File: src/common/mdt_consts.svh
// Register offsets, field positions, codes and timing counts of the down-counter timer
`ifndef MDT_CONSTS_SVH
`define MDT_CONSTS_SVH
`define MDT_OFF_CTRL   5'h00
`define MDT_OFF_IOC    5'h04
`define MDT_OFF_MODE   5'h08
`define MDT_OFF_GSEL   5'h0c
`define MDT_OFF_CNT    5'h10
`define MDT_CTRL_RUN   0
`define MDT_CTRL_STAT  1
`define MDT_CTRL_STOP  2
`define MDT_CTRL_EDGE  4
`define MDT_CTRL_UNDF  5
`define MDT_IOC_POL    0
`define MDT_IOC_OEN    2
`define MDT_IOC_FLT    5:4
`define MDT_IOC_GATE   7:6
`define MDT_MODE_MOD   2:0
`define MDT_MODE_BOTH  3
`define MDT_MODE_CS    6:4
`define MDT_GSEL_TMR   1:0
`define MDT_GSEL_POL   2
`define MDT_MD_TIMER   3'h0
`define MDT_MD_PULSE   3'h1
`define MDT_MD_EVENT   3'h2
`define MDT_MD_WIDTH   3'h3
`define MDT_MD_PERIOD  3'h4
`define MDT_CS_CLK     3'h0
`define MDT_CS_DIV8    3'h1
`define MDT_CS_DIV2    3'h3
`define MDT_CS_LOW     3'h4
`define MDT_CS_LINK    3'h5
`define MDT_FLT_OFF    2'h0
`define MDT_FLT_CLK    2'h1
`define MDT_FLT_DIV8   2'h2
`define MDT_GATE_EXT   2'h1
`define MDT_GATE_TMR   2'h2
`define MDT_GATE_NONE  2'h0
`define MDT_DIV2_MASK  5'h01
`define MDT_DIV8_MASK  5'h07
`define MDT_DIV32_MASK 5'h1f
`define MDT_SYNC_TICKS 2'h3
`define MDT_SYNC_CLKS  2'h2
`define MDT_CNT_RST    16'hffff
`define MDT_CNT_ZERO   16'h0000
`define MDT_REG_RST    8'h00
`endif

File: src/common/mdt_pkg.sv
// Types shared by the down-counter timer modules
package mdt_pkg;
  typedef enum logic [2:0] {
    MDT_PP_IDLE = 3'h1,
    MDT_PP_CAPT = 3'h2,
    MDT_PP_LOAD = 3'h4
  } mdt_pp_state_t;
endpackage

File: src/mdt_timer.sv
// Multimode 16-bit down-counter timer with Avalon-MM register slave
// What this block does
// - Stopped: counter write loads reload and counter
// - Running: write reaches reload, then counter, next ticks
// - Timer mode decrements; tick at zero underflows, interrupts
// - Pulse mode toggles both pins per underflow
// - Output pin enable bit turns on the output pin driver
// - Polarity bit sets starting pulse level
// - Port buffer off makes inout pin undriven
// - Event mode counts pin events, gated, filtered
// - Event mode still toggles output pin
// - Gate changes act after two pin events
// - Forced stop clears gating history, avoiding stale counts
// - Width mode counts level, flags its end
// - Width mode underflow sets flag, interrupts
// - Period edge captures count on next tick
// - Following tick reloads, sets edge flag, interrupts
// - Capture held until read; unread keeps old
// - Period mode counter reads return captured value
// - Period mode underflow sets flag, interrupts
// - Link source counts link rising edges
// - Filter samples at clock, /8, /32; three matches
// - Gate polarity picks low or high window
// - Status follows run request after three ticks, or two clocks when linked or in event mode
// - Forced stop halts, clears run, resets output
`timescale 1ns/1ps
`include "mdt_consts.svh"
module mdt_timer #(
  parameter int CNT_W = 16
) (
  input  wire logic              i_mclk,
  input  wire logic              i_reset,
  input  wire logic [4:0]        i_address,
  input  wire logic              i_read,
  input  wire logic              i_write,
  input  wire logic [31:0]       i_writedata,
  input  wire logic [3:0]        i_byteenable,
  output logic [31:0]            o_readdata,
  output logic                   o_waitrequest,
  input  wire logic              i_timer_inout_pin,
  input  wire logic              i_port_direction_bit,
  input  wire logic              i_external_interrupt_gate_source,
  input  wire logic [3:0]        i_gate_timer_outputs,
  input  wire logic              i_low_speed_clock,
  input  wire logic              i_event_link_input,
  output logic                   o_timer_inout_pin,
  output logic                   o_timer_inout_pin_oe,
  output logic                   o_timer_output_pin,
  output logic                   o_timer_output_pin_oe,
  output logic                   o_timer_interrupt_request
);
  // Registers
  logic             run_q, stat_q, edge_q, undf_q;
  logic [7:0]       ioc_q, mode_q, gsel_q;
  logic [CNT_W-1:0] cnt_q, reload_q, wval_q, buf_q;
  logic             buf_full_q, pend1_q, pend2_q, tog_q, ack_q, irq_q;
  logic [1:0]       sync_cnt_q, gate_pipe_q;
  logic [4:0]       pre_q;
  logic             filt_prev_q, link_prev_q, low_prev_q;
  logic [1:0]       pin_s_q, ext_s_q, low_s_q;
  logic [7:0]       tmr_s_q;
  logic [31:0]      rdata_q;
  mdt_pkg::mdt_pp_state_t pp_q;
  logic             filt_pin;

  // Bus decode: waitrequest for one cycle, then the access completes
  wire        req      = i_read | i_write;
  wire        wr_en    = i_write & ack_q;
  wire        rd_en    = i_read & ack_q;
  wire        be0      = i_byteenable[0];
  wire        wr_ctrl  = wr_en & be0 & (i_address == `MDT_OFF_CTRL);
  wire        wr_ioc   = wr_en & be0 & (i_address == `MDT_OFF_IOC);
  wire        wr_mode  = wr_en & be0 & (i_address == `MDT_OFF_MODE);
  wire        wr_gsel  = wr_en & be0 & (i_address == `MDT_OFF_GSEL);
  wire        wr_cnt   = wr_en & (i_address == `MDT_OFF_CNT) & (&i_byteenable[1:0]);
  wire        rd_cnt   = rd_en & (i_address == `MDT_OFF_CNT);
  wire        stop_req = wr_ctrl & i_writedata[`MDT_CTRL_STOP];
  // Any control byte write with a flag bit at zero clears that flag, so run writes clear flags too
  wire        clr_edge = wr_ctrl & ~i_writedata[`MDT_CTRL_EDGE];
  wire        clr_undf = wr_ctrl & ~i_writedata[`MDT_CTRL_UNDF];

  // Field views
  wire [2:0]  md       = mode_q[`MDT_MODE_MOD];
  wire [2:0]  cs       = mode_q[`MDT_MODE_CS];
  wire        pol      = ioc_q[`MDT_IOC_POL];
  wire [1:0]  flt      = ioc_q[`MDT_IOC_FLT];
  wire [1:0]  gate_cd  = ioc_q[`MDT_IOC_GATE];
  wire        is_event = (md == `MDT_MD_EVENT);
  wire        is_width = (md == `MDT_MD_WIDTH);
  wire        is_per   = (md == `MDT_MD_PERIOD);
  wire        is_tog   = (md == `MDT_MD_PULSE) | is_event;
  wire        linked   = (cs == `MDT_CS_LINK) & ~is_event;

  // Internal count sources
  wire tk_div2  = (pre_q & `MDT_DIV2_MASK) == `MDT_DIV2_MASK;
  wire tk_div8  = (pre_q & `MDT_DIV8_MASK) == `MDT_DIV8_MASK;
  wire tk_div32 = (pre_q & `MDT_DIV32_MASK) == `MDT_DIV32_MASK;
  wire tk_low   = low_s_q[1] & ~low_prev_q;
  wire tk_link  = i_event_link_input & ~link_prev_q;
  wire cs_tick  = (cs == `MDT_CS_CLK)  ? 1'b1 :
                  (cs == `MDT_CS_DIV8) ? tk_div8 :
                  (cs == `MDT_CS_DIV2) ? tk_div2 :
                  (cs == `MDT_CS_LOW)  ? tk_low :
                  (cs == `MDT_CS_LINK) ? tk_link : 1'b0;

  // Filter sampling rate
  wire flt_en = (flt == `MDT_FLT_CLK)  ? 1'b1 :
                (flt == `MDT_FLT_DIV8) ? tk_div8 : tk_div32;

  mdt_filter u_filter (
    .i_mclk      (i_mclk),
    .i_reset     (i_reset),
    .i_bypass    (flt == `MDT_FLT_OFF),
    .i_sample_en (flt_en),
    .i_din       (pin_s_q[1]),
    .o_dout      (filt_pin)
  );

  // Pin edges and gating
  wire pin_rise = filt_pin & ~filt_prev_q;
  wire pin_fall = ~filt_pin & filt_prev_q;
  wire pin_edge = mode_q[`MDT_MODE_BOTH] ? (pin_rise | pin_fall) : (pol ? pin_fall : pin_rise);
  wire act_edge = pol ? pin_fall : pin_rise;
  wire tmr_gate = tmr_s_q[{gsel_q[`MDT_GSEL_TMR], 1'b1}];
  wire gate_raw = (gate_cd == `MDT_GATE_EXT) ? ext_s_q[1] : tmr_gate;
  wire gate_lvl = gsel_q[`MDT_GSEL_POL] ? gate_raw : ~gate_raw;
  wire gate_ok  = (gate_cd == `MDT_GATE_NONE) | gate_pipe_q[1];
  wire evt_tick = pin_edge & gate_ok;

  // Count tick for the selected mode; link events are ignored in event mode
  wire tick      = is_event ? evt_tick : cs_tick;
  wire width_act = (filt_pin == pol);
  wire width_end = (filt_prev_q == pol) & ~width_act;
  wire counting  = stat_q & tick & ~pend2_q & (~is_width | width_act);
  wire at_zero   = (cnt_q == CNT_W'(`MDT_CNT_ZERO));
  wire undf_evt  = counting & at_zero;
  wire pp_load   = stat_q & cs_tick & (pp_q == mdt_pkg::MDT_PP_LOAD);
  wire edge_evt  = (stat_q & is_width & width_end) | (is_per & pp_load);
  wire undf_flag = undf_evt & (is_width | is_per);

  // Status synchroniser step: count-source ticks, or CPU clocks when linked or in event mode
  wire sync_step = (linked | is_event) ? 1'b1 : cs_tick;
  wire [1:0] sync_lim = (linked | is_event) ? `MDT_SYNC_CLKS : `MDT_SYNC_TICKS;

  // Readback
  wire [7:0] ctrl_rd = {2'h0, undf_q, edge_q, 2'h0, stat_q, run_q};
  wire [CNT_W-1:0] cnt_rd = is_per ? buf_q : cnt_q;
  wire [31:0] rd_mux =
    (i_address == `MDT_OFF_CTRL) ? {24'h0, ctrl_rd} :
    (i_address == `MDT_OFF_IOC)  ? {24'h0, ioc_q} :
    (i_address == `MDT_OFF_MODE) ? {24'h0, mode_q} :
    (i_address == `MDT_OFF_GSEL) ? {24'h0, gsel_q} :
    (i_address == `MDT_OFF_CNT)  ? {{(32-CNT_W){1'b0}}, cnt_rd} : 32'h0;

  assign o_waitrequest = req & ~ack_q;
  assign o_readdata    = rdata_q;

  // Bus handshake and input synchronisers
  always_ff @(posedge i_mclk) begin
    if (i_reset) begin
      ack_q       <= 1'b0;
      rdata_q     <= 32'h0;
      pin_s_q     <= 2'h0;
      ext_s_q     <= 2'h0;
      low_s_q     <= 2'h0;
      tmr_s_q     <= 8'h0;
      low_prev_q  <= 1'b0;
      link_prev_q <= 1'b0;
      filt_prev_q <= 1'b0;
      pre_q       <= 5'h0;
    end else begin
      ack_q       <= req & ~ack_q;
      rdata_q     <= (i_read & ~ack_q) ? rd_mux : rdata_q;
      pin_s_q     <= {pin_s_q[0], i_timer_inout_pin};
      ext_s_q     <= {ext_s_q[0], i_external_interrupt_gate_source};
      low_s_q     <= {low_s_q[0], i_low_speed_clock};
      tmr_s_q     <= {tmr_s_q[6], i_gate_timer_outputs[3], tmr_s_q[4], i_gate_timer_outputs[2],
                      tmr_s_q[2], i_gate_timer_outputs[1], tmr_s_q[0], i_gate_timer_outputs[0]};
      low_prev_q  <= low_s_q[1];
      link_prev_q <= i_event_link_input;
      filt_prev_q <= filt_pin;
      pre_q       <= pre_q + 5'h1;
    end
  end

  // Configuration registers
  always_ff @(posedge i_mclk) begin
    if (i_reset) begin
      ioc_q  <= `MDT_REG_RST;
      mode_q <= `MDT_REG_RST;
      gsel_q <= `MDT_REG_RST;
    end else begin
      if (wr_ioc) begin
        ioc_q <= i_writedata[7:0] & 8'hf5;
      end
      if (wr_mode) begin
        mode_q <= i_writedata[7:0] & 8'h7f;
      end
      if (wr_gsel) begin
        gsel_q <= i_writedata[7:0] & 8'h07;
      end
    end
  end

  // Run control and status synchronisation
  always_ff @(posedge i_mclk) begin
    if (i_reset) begin
      run_q      <= 1'b0;
      stat_q     <= 1'b0;
      sync_cnt_q <= 2'h0;
    end else if (stop_req) begin
      run_q      <= 1'b0;
      stat_q     <= 1'b0;
      sync_cnt_q <= 2'h0;
    end else begin
      if (wr_ctrl) begin
        run_q <= i_writedata[`MDT_CTRL_RUN];
      end
      if (run_q == stat_q) begin
        sync_cnt_q <= 2'h0;
      end else if (sync_step) begin
        if (sync_cnt_q == sync_lim - 2'h1) begin
          stat_q     <= run_q;
          sync_cnt_q <= 2'h0;
        end else begin
          sync_cnt_q <= sync_cnt_q + 2'h1;
        end
      end
    end
  end

  // Gate window pipeline, stepped by raw events
  always_ff @(posedge i_mclk) begin
    if (i_reset || stop_req) begin
      gate_pipe_q <= 2'h0;
    end else if (pin_edge) begin
      gate_pipe_q <= {gate_pipe_q[0], gate_lvl};
    end
  end

  // Counter, reload and pending write stages
  always_ff @(posedge i_mclk) begin
    if (i_reset) begin
      cnt_q    <= CNT_W'(`MDT_CNT_RST);
      reload_q <= CNT_W'(`MDT_CNT_RST);
      wval_q   <= CNT_W'(`MDT_CNT_RST);
      pend1_q  <= 1'b0;
      pend2_q  <= 1'b0;
    end else if (wr_cnt && !run_q) begin
      cnt_q    <= i_writedata[CNT_W-1:0];
      reload_q <= i_writedata[CNT_W-1:0];
      pend1_q  <= 1'b0;
      pend2_q  <= 1'b0;
    end else if (stop_req) begin
      pend1_q <= 1'b0;
      pend2_q <= 1'b0;
    end else begin
      if (wr_cnt) begin
        wval_q  <= i_writedata[CNT_W-1:0];
        pend1_q <= 1'b1;
      end else if (pend1_q && tick) begin
        reload_q <= wval_q;
        pend1_q  <= 1'b0;
      end
      if (pend2_q && tick) begin
        cnt_q   <= reload_q;
        pend2_q <= 1'b0;
      end else if (pp_load) begin
        cnt_q <= reload_q;
      end else if (undf_evt) begin
        cnt_q <= reload_q;
      end else if (counting) begin
        cnt_q <= cnt_q - CNT_W'(1);
      end
      if (!wr_cnt && pend1_q && tick) begin
        pend2_q <= 1'b1;
      end
    end
  end

  // Period capture sequence
  always_ff @(posedge i_mclk) begin
    if (i_reset) begin
      pp_q       <= mdt_pkg::MDT_PP_IDLE;
      buf_q      <= CNT_W'(`MDT_CNT_RST);
      buf_full_q <= 1'b0;
    end else begin
      if (rd_cnt && is_per) begin
        buf_full_q <= 1'b0;
      end
      if (stop_req || !is_per || !stat_q) begin
        pp_q <= mdt_pkg::MDT_PP_IDLE;
      end else begin
        case (pp_q)
          mdt_pkg::MDT_PP_IDLE: begin
            if (act_edge) begin
              pp_q <= mdt_pkg::MDT_PP_CAPT;
            end
          end
          mdt_pkg::MDT_PP_CAPT: begin
            if (cs_tick) begin
              if (!buf_full_q) begin
                buf_q      <= cnt_q;
                buf_full_q <= 1'b1;
              end
              pp_q <= mdt_pkg::MDT_PP_LOAD;
            end
          end
          mdt_pkg::MDT_PP_LOAD: begin
            if (cs_tick) begin
              pp_q <= mdt_pkg::MDT_PP_IDLE;
            end
          end
          default: begin
            pp_q <= mdt_pkg::MDT_PP_IDLE;
          end
        endcase
      end
    end
  end

  // Flags, interrupt and pulse level; a set in the clearing cycle wins
  always_ff @(posedge i_mclk) begin
    if (i_reset) begin
      edge_q <= 1'b0;
      undf_q <= 1'b0;
      irq_q  <= 1'b0;
      tog_q  <= 1'b0;
    end else begin
      edge_q <= (edge_q & ~clr_edge) | edge_evt;
      undf_q <= (undf_q & ~clr_undf) | undf_flag;
      irq_q  <= undf_evt | edge_evt;
      if (stop_req || wr_mode) begin
        tog_q <= 1'b0;
      end else if (undf_evt && is_tog) begin
        tog_q <= ~tog_q;
      end
    end
  end

  // Output pins: output pin starts at polarity, inout pin at its inverse
  assign o_timer_output_pin        = pol ^ tog_q;
  assign o_timer_output_pin_oe     = ioc_q[`MDT_IOC_OEN];
  assign o_timer_inout_pin         = ~pol ^ tog_q;
  assign o_timer_inout_pin_oe      = (md == `MDT_MD_PULSE) & ~i_port_direction_bit;
  assign o_timer_interrupt_request = irq_q;
endmodule

File: src/mdt_filter.sv
// Three-sample majority-free input filter for the timer pin
`timescale 1ns/1ps
module mdt_filter (
  input  wire logic i_mclk,
  input  wire logic i_reset,
  input  wire logic i_bypass,
  input  wire logic i_sample_en,
  input  wire logic i_din,
  output logic      o_dout
);
  logic [2:0] samp_q;
  wire        agree = (samp_q == 3'h7) || (samp_q == 3'h0);

  always_ff @(posedge i_mclk) begin
    if (i_reset) begin
      samp_q <= 3'h0;
      o_dout <= 1'b0;
    end else begin
      if (i_sample_en) begin
        samp_q <= {samp_q[1:0], i_din};
      end
      if (i_bypass) begin
        o_dout <= i_din;
      end else if (agree) begin
        o_dout <= samp_q[0];
      end
    end
  end
endmodule

File: config.mk
export PLATFORM = sky130hd
export DESIGN_NAME = mdt_timer
export DESIGN_NICKNAME = d
export VERILOG_FILES = /design/src/common/mdt_pkg.sv /design/src/mdt_timer.sv /design/src/mdt_filter.sv
export VERILOG_INCLUDE_DIRS = /design/src /design/src/common
export SDC_FILE = /design/constraint.sdc
export NUM_CORES = 1
export LEC_CHECK = 0
export BUFFER_PORTS_ARGS = -buffer_cell sky130_fd_sc_hd__buf_2
export CAP_MARGIN = 20
export CORE_MARGIN = 2
export CORE_UTILIZATION = 58
export DETAILED_ROUTE_END_ITERATION = 8
export GPL_ROUTABILITY_DRIVEN = 0
export PLACE_DENSITY = 0.8
export SYNTH_ARGS = -nofsm -noshare
export SYNTH_HDL_FRONTEND = slang
export SYNTH_HIERARCHICAL = 1
export SYNTH_SLANG_ARGS = --single-unit
File: constraint.sdc
create_clock -name i_mclk -period 6.63 [get_ports i_mclk]
set_input_delay 0.663 -clock i_mclk [delete_from_list [all_inputs] [get_ports i_mclk]]
set_output_delay 0.663 -clock i_mclk [all_outputs]
set_load 0.005 [all_outputs]
Word-level counts from Yosys, hierarchy flattened
Cells that the tools add are included.
{ "word_totals": {"reg_bits": 155, "input_bits": 54, "out_inout_bits": 38, "elab_cells": 223} }
{ "op_classes": {"addsub": 4, "magnitude_cmp": 1, "n_eq_ne": 30, "mux": 48, "bitwise_logic": 70, "n_reduce_logical": 39} }
{ "ops": {"columns": ["op", "count"], "rows": [
  ["$mux 16", 16],
  ["$and 1x1->1", 35],
  ["$mux 1", 26],
  ["$not 1->1", 22],
  ["$eq 3x3->1 const B", 6],
  ["$logic_not 16->1", 1],
  ["$sub 16x1->16 const B", 1],
  ["$eq 3x2->1 const B", 4],
  ["$reduce_and 3->1", 4],
  ["$or 1x1->1", 11],
  ["$eq 5x4->1 const B", 2],
  ["$eq 5x5->1 const B", 2],
  ["$eq 3x1->1 const B", 3],
  ["$mux 3", 3],
  ["$pmux 3 s3", 1],
  ["$reduce_bool 2->1", 4],
  ["$logic_and 1x1->1", 7],
  ["$logic_not 3->1", 2],
  ["$ne 2x2->1 const B", 3],
  ["$reduce_or 2->1", 3],
  ["$reduce_or 3->1", 2],
  ["$add 5x1->5 const B", 1],
  ["$eq 5x3->1 const B", 1],
  ["$logic_not 5->1", 1],
  ["17 further kinds", 31]
]} }

Longest topological paths before layout
{ "depth": {"word_depth": 17, "mapped_depth": 11} }

By module
Netlist, hierarchy kept.
{ "by_module_without_submodules": {"columns": ["mod", "instances", "cells_each", "area_each_um2", "seq_area_each_um2"], "rows": [
  ["mdt_timer", 1, 785, 6708.9, 2702.6],
  ["mdt_filter", 1, 15, 160.2, 80.1]
]} }

Least setup slack after synthesis
OpenSTA, ideal clock, no wires.
{ "synth_path": {"path_kind": "input to register", "startpoint": "input port i_address[0]", "endpoint": "register reload_q[6]", "setup_ns": 0.120, "arrival_time_ns": 2.288, "path_slack_ns": 4.222, "stages": 8, "n_path_buf": 2, "cell_sequence": "or3_4 > or2_1 > or3_1 > clkbuf_1 > buf_2 > nor2_1 > a31oi_1 > or2_1"} }
{ "synth_via": {"elab_chain_len": 6} }
{ "synth_rtl": {"columns": ["item", "line_no", "text"], "rows": [
  ["from (decl)", "mdt_timer.sv:33", "input wire logic [4:0] i_address,"],
  ["$eq 5x5->1 (no line)", null, null],
  ["$and 1x1->1 (2 in series)", "mdt_timer.sv:75", "wire wr_cnt = wr_en & (i_address == `MDT_OFF_CNT) & (&i_byteenable[1:0]);"],
  ["$logic_and 1x1->1", "mdt_timer.sv:249", "end else if (wr_cnt && !run_q) begin"],
  ["$ne 2x1->1 (no line) or $reduce_bool 2->1 (tied branches)", null, null],
  ["$reduce_and 3->1 (no line)", null, null],
  ["to (signal assigned)", "mdt_timer.sv:245", "reload_q <= CNT_W'(`MDT_CNT_RST);"],
  ["to (signal assigned)", "mdt_timer.sv:251", "reload_q <= i_writedata[CNT_W-1:0];"],
  ["to (signal assigned)", "mdt_timer.sv:262", "reload_q <= wval_q;"],
  ["to (decl)", "mdt_timer.sv:55", "logic [CNT_W-1:0] cnt_q, reload_q, wval_q, buf_q;"]
]} }
Several ways; a longest one is shown, not always the timed one.
A chain may end at the register's enable or synchronous reset.

Worst setup path after layout
{ "layout_path": {"startpoint": "register pre_q[0]", "endpoint": "register reload_q[0]"} }
{ "layout_via": {"elab_chain_len": 7} }
{ "layout_rtl": {"columns": ["item", "line_no", "text"], "rows": [
  ["from (decl)", "mdt_timer.sv:58", "logic [4:0] pre_q;"],
  ["from (signal assigned)", "mdt_timer.sv:182", "pre_q <= pre_q + 5'h1;"],
  ["$eq 3x3->1 (no line) or $mux 1 (tied branches)", null, null],
  ["$mux 1 *", "mdt_timer.sv:101", "(cs == `MDT_CS_DIV8) ? tk_div8 :"],
  ["$mux 1 *", "mdt_timer.sv:100", "wire cs_tick = (cs == `MDT_CS_CLK) ? 1'b1 :"],
  ["$mux 1 *", "mdt_timer.sv:131", "wire tick = is_event ? evt_tick : cs_tick;"],
  ["$logic_and 1x1->1 *", "mdt_timer.sv:261", "end else if (pend1_q && tick) begin"],
  ["$reduce_bool 2->1 (no line) *", null, null],
  ["$reduce_and 3->1 (no line) *", null, null]
]} }
Every way passes the cells marked *; elsewhere a longest branch is shown, timed or not.

==> metrics <==
cell mode on critical path=ha_1; CP cell instances=ha_1 > ha_1 > o21bai_1 > a221o_1 > a221oi_2 > nand2_1 > mux2i_1 > o21ai_1; Pwr Density=252 nW/um^2; worst hold stages=1; initial antenna violation count=0; Area Overhead vs Synth=11.6%; Reg power frac=0.440; Final Hold Fails=0; Post-CTS Resized=0; DR WL/cell=18.4 um; max_cap viols=0; Final Cell Area=7670 um^2; share of cells above drive strength 1=0.149; post-route insts no fill=975; CTS buffer count=17; FFs w/ async S/R, synth=0; Hold Path End=low_s_q[1]; number of global-route vias before repair=5848; Setup crit end kind=flip-flop; Yosys reg bits=139; syn_area_per_cell=8.59 um^2; Post-Syn Area=6870 um^2; RSZ-0062 raised after global routing=false; # DRC=0; HP Class=flip-flop to flip-flop; Synth cell types=82; clock insertion delay at the later pin of the skew report=0.42 ns; CTS Sinks=139; CP required=6.90 ns; Rows=39; largest net degree at the start of global routing=118; ant diodes=0; Max clock buf depth=2; Slew Viols, Final=0; Tmin final=3.11 ns; VDD IR-drop max=153 uV; EDFF count, synth=0; die area=12700 um^2; predominant post-synthesis flop cell=dfxtp_1; Top delay family on crit path=compound AO/OA/AOI/OAI gates; clk root buf=clkbuf_16; Setup CP Type=flip-flop to flip-flop; Syn Inst Count=800; clock slew at reported path FFs=0.06 ns; Hold Buf Count CTS=0; placed cells=943; Chip Height=113 um; Leak=2.93 nW; slew of the pin with the lowest slew margin=1.32 ns; fillers=903; Worst Path Buf+Inv=0; via count=6166; Setup TNS=0 ns; Post-Route WL=18.0 mm; Worst R2R End=reload_q[0]; Slew HR=0.121; htree depth=4; starting density of the core=0.599; clock power share=0.522; Gate power share=0.038; die width=113 um; FF-to-FF setup slack=3.52 ns; # IOs=92; crit path max fanout=16; critical path launch point type=flip-flop; DR iter-0 viols=696; DR pass1 iterations=6; Final ANT Viol Nets=0; period utilization=0.468; Worst EP arrival=3.38 ns; GR Util All Layers=0.285; grt total ovfl=0; worst reg2reg startpoint=pre_q[0]; CTS tree=yes; Warnings, synthesis=6; Port Buffers=57; Psw=422 uW; DR vias/cell=6.32; post-synthesis sequential area ratio=0.405; Internal=1.51 mW; hpwl dp=11.7 mm; Final #Nets=880; Max stage delay on crit path=1.14 ns; Final setup viols=0; status=finished clean; Clock Skew=0.0124 ns; number of setup buffers added after CTS=0; slowest cell on the critical path=a221oi_2; first-pass GRT wire length=29.2 mm; hold_sp=low_s_q[0]; Reg2Reg Depth=8; CORE AREA=11500 um^2; Area after DPL=7010 um^2; fmax=322 MHz; Switching Share=0.218
how the worst max path moves through the flow:
stage                 start          end  cells past startpoint
6_report           pre_q[0]  reload_q[0]                      8
5_1_grt            pre_q[0]  reload_q[0]                      8
4_1_cts            pre_q[0]  reload_q[0]                      8
3_5_place_dp   i_address[2]     cnt_q[7]                      7
3_3_place_gp   i_address[3]     cnt_q[7]                      7
2_1_floorplan  i_address[0]  reload_q[6]                      8
flip-flops by register name (all words and copies together), names as in the netlist, 2 cells and up:
name	count
pin_s_q	2
pp_q	3
wval_q	16
u_filter/samp_q	3
sync_cnt_q	2
ext_s_q	2
buf_q	16
ioc_q	6
gsel_q	3
reload_q	16
tmr_s_q	8
cnt_q	16
low_s_q	2
o_readdata	16
mode_q	7
pre_q	5
gate_pipe_q	2
logic make-up after synthesis:
| logic type | after synthesis | share of synthesized area |
|---|---|---|
| compound gates | 170 | 0.177 |
| xor+xnor | 17 | 0.0217 |
| fa+ha+maj | 6 | 0.0109 |
| buf+inv | 87 | 0.0648 |
| flops | 139 | 0.405 |
| mux | 42 | 0.0648 |
| other cells | 1 | 0.000546 |
| simple gates | 338 | 0.255 |
layout make-up:
class / count / area [um^2] / share of cell area
Clock buffer: 18 / 439 / 0.0573
Sequential cell: 139 / 2780 / 0.363
Clock inverter: 13 / 190 / 0.0248
Inverter: 13 / 48.8 / 0.00636
Timing Repair Buffer: 60 / 330 / 0.0431
Tap cell: 143 / 179 / 0.0233
Multi-Input combinational cell: 589 / 3700 / 0.482
synthesized netlist by cell type, types with 5 or more instances:
library cell / number / area, um^2
nor2_1: 93 / 349
nand3_1: 28 / 140
a31oi_1: 32 / 200
a21oi_1: 14 / 70.1
nand2b_1: 10 / 62.6
xnor2_1: 12 / 105
nand3b_1: 19 / 143
or2_1: 16 / 100
buf_2: 17 / 85.1
dfxtp_1: 139 / 2780
nand2_1: 74 / 278
mux2_2: 10 / 113
a211oi_1: 5 / 37.5
o21ai_0: 29 / 145
nor2b_1: 41 / 257
o221ai_1: 16 / 140
inv_1: 13 / 48.8
xor2_1: 5 / 43.8
a22oi_1: 11 / 82.6
a211o_1: 15 / 131
buf_4: 17 / 128
or3_1: 5 / 31.3
nor3_1: 19 / 95.1
clkbuf_1: 33 / 124
mux2i_1: 31 / 310
ha_1: 6 / 75.1
metrics by stage:
step	setup slack [ns]	utilization	hold slack [ns]	total power [mW]
after CTS	3.56	0.666	0.434	1.94
final	3.52	0.669	0.434	1.94
after detailed placement	3.29	0.611	0.420	0.940
after floorplan	4.22	-	0.414	0.916
after global routing	3.29	0.669	0.444	1.98
after global placement	3.42	0.611	0.419	0.937
layout by cell type (no fill, tap or decap), drive strengths merged, types with 5 or more instances in the layout:
cell type and n:
a211oi 6, nor2 94, xnor2 12, conb 16, clkbuf 18, a22oi 11, nor3 21, ha 6
inv 15, or2 18, nor2b 41, o21a 5, or3 6, mux2i 31, o21ai 31, o221ai 17
nand3b 19, clkinv 6, mux2 10, a211o 16, a31oi 32, nand3 29, a21oi 14, nand2b 10
xor2 5, nand2 74, buf 60, dfxtp 139
routing by layer:
metal,up-vias,track usage,part of all wire
met5,-,0,0
met4,0,0.126,0.035
met3,62,0.0568,0.092
met2,358,0.453,0.46
met1,2901,0.378,0.41
li1,2845,-,-
power groups by stage:
stage | sequential, mW | combinational (mW) | clock (mW)
5_1_grt | 0.852 | 0.0805 | 1.05
4_1_cts | 0.851 | 0.0706 | 1.01
3_3_place_gp | 0.869 | 0.0680 | 0
3_5_place_dp | 0.869 | 0.0703 | 0
2_1_floorplan | 0.868 | 0.0474 | 0
6_report | 0.851 | 0.0738 | 1.01
No activity file was read; power rests on OpenSTA's default activity.
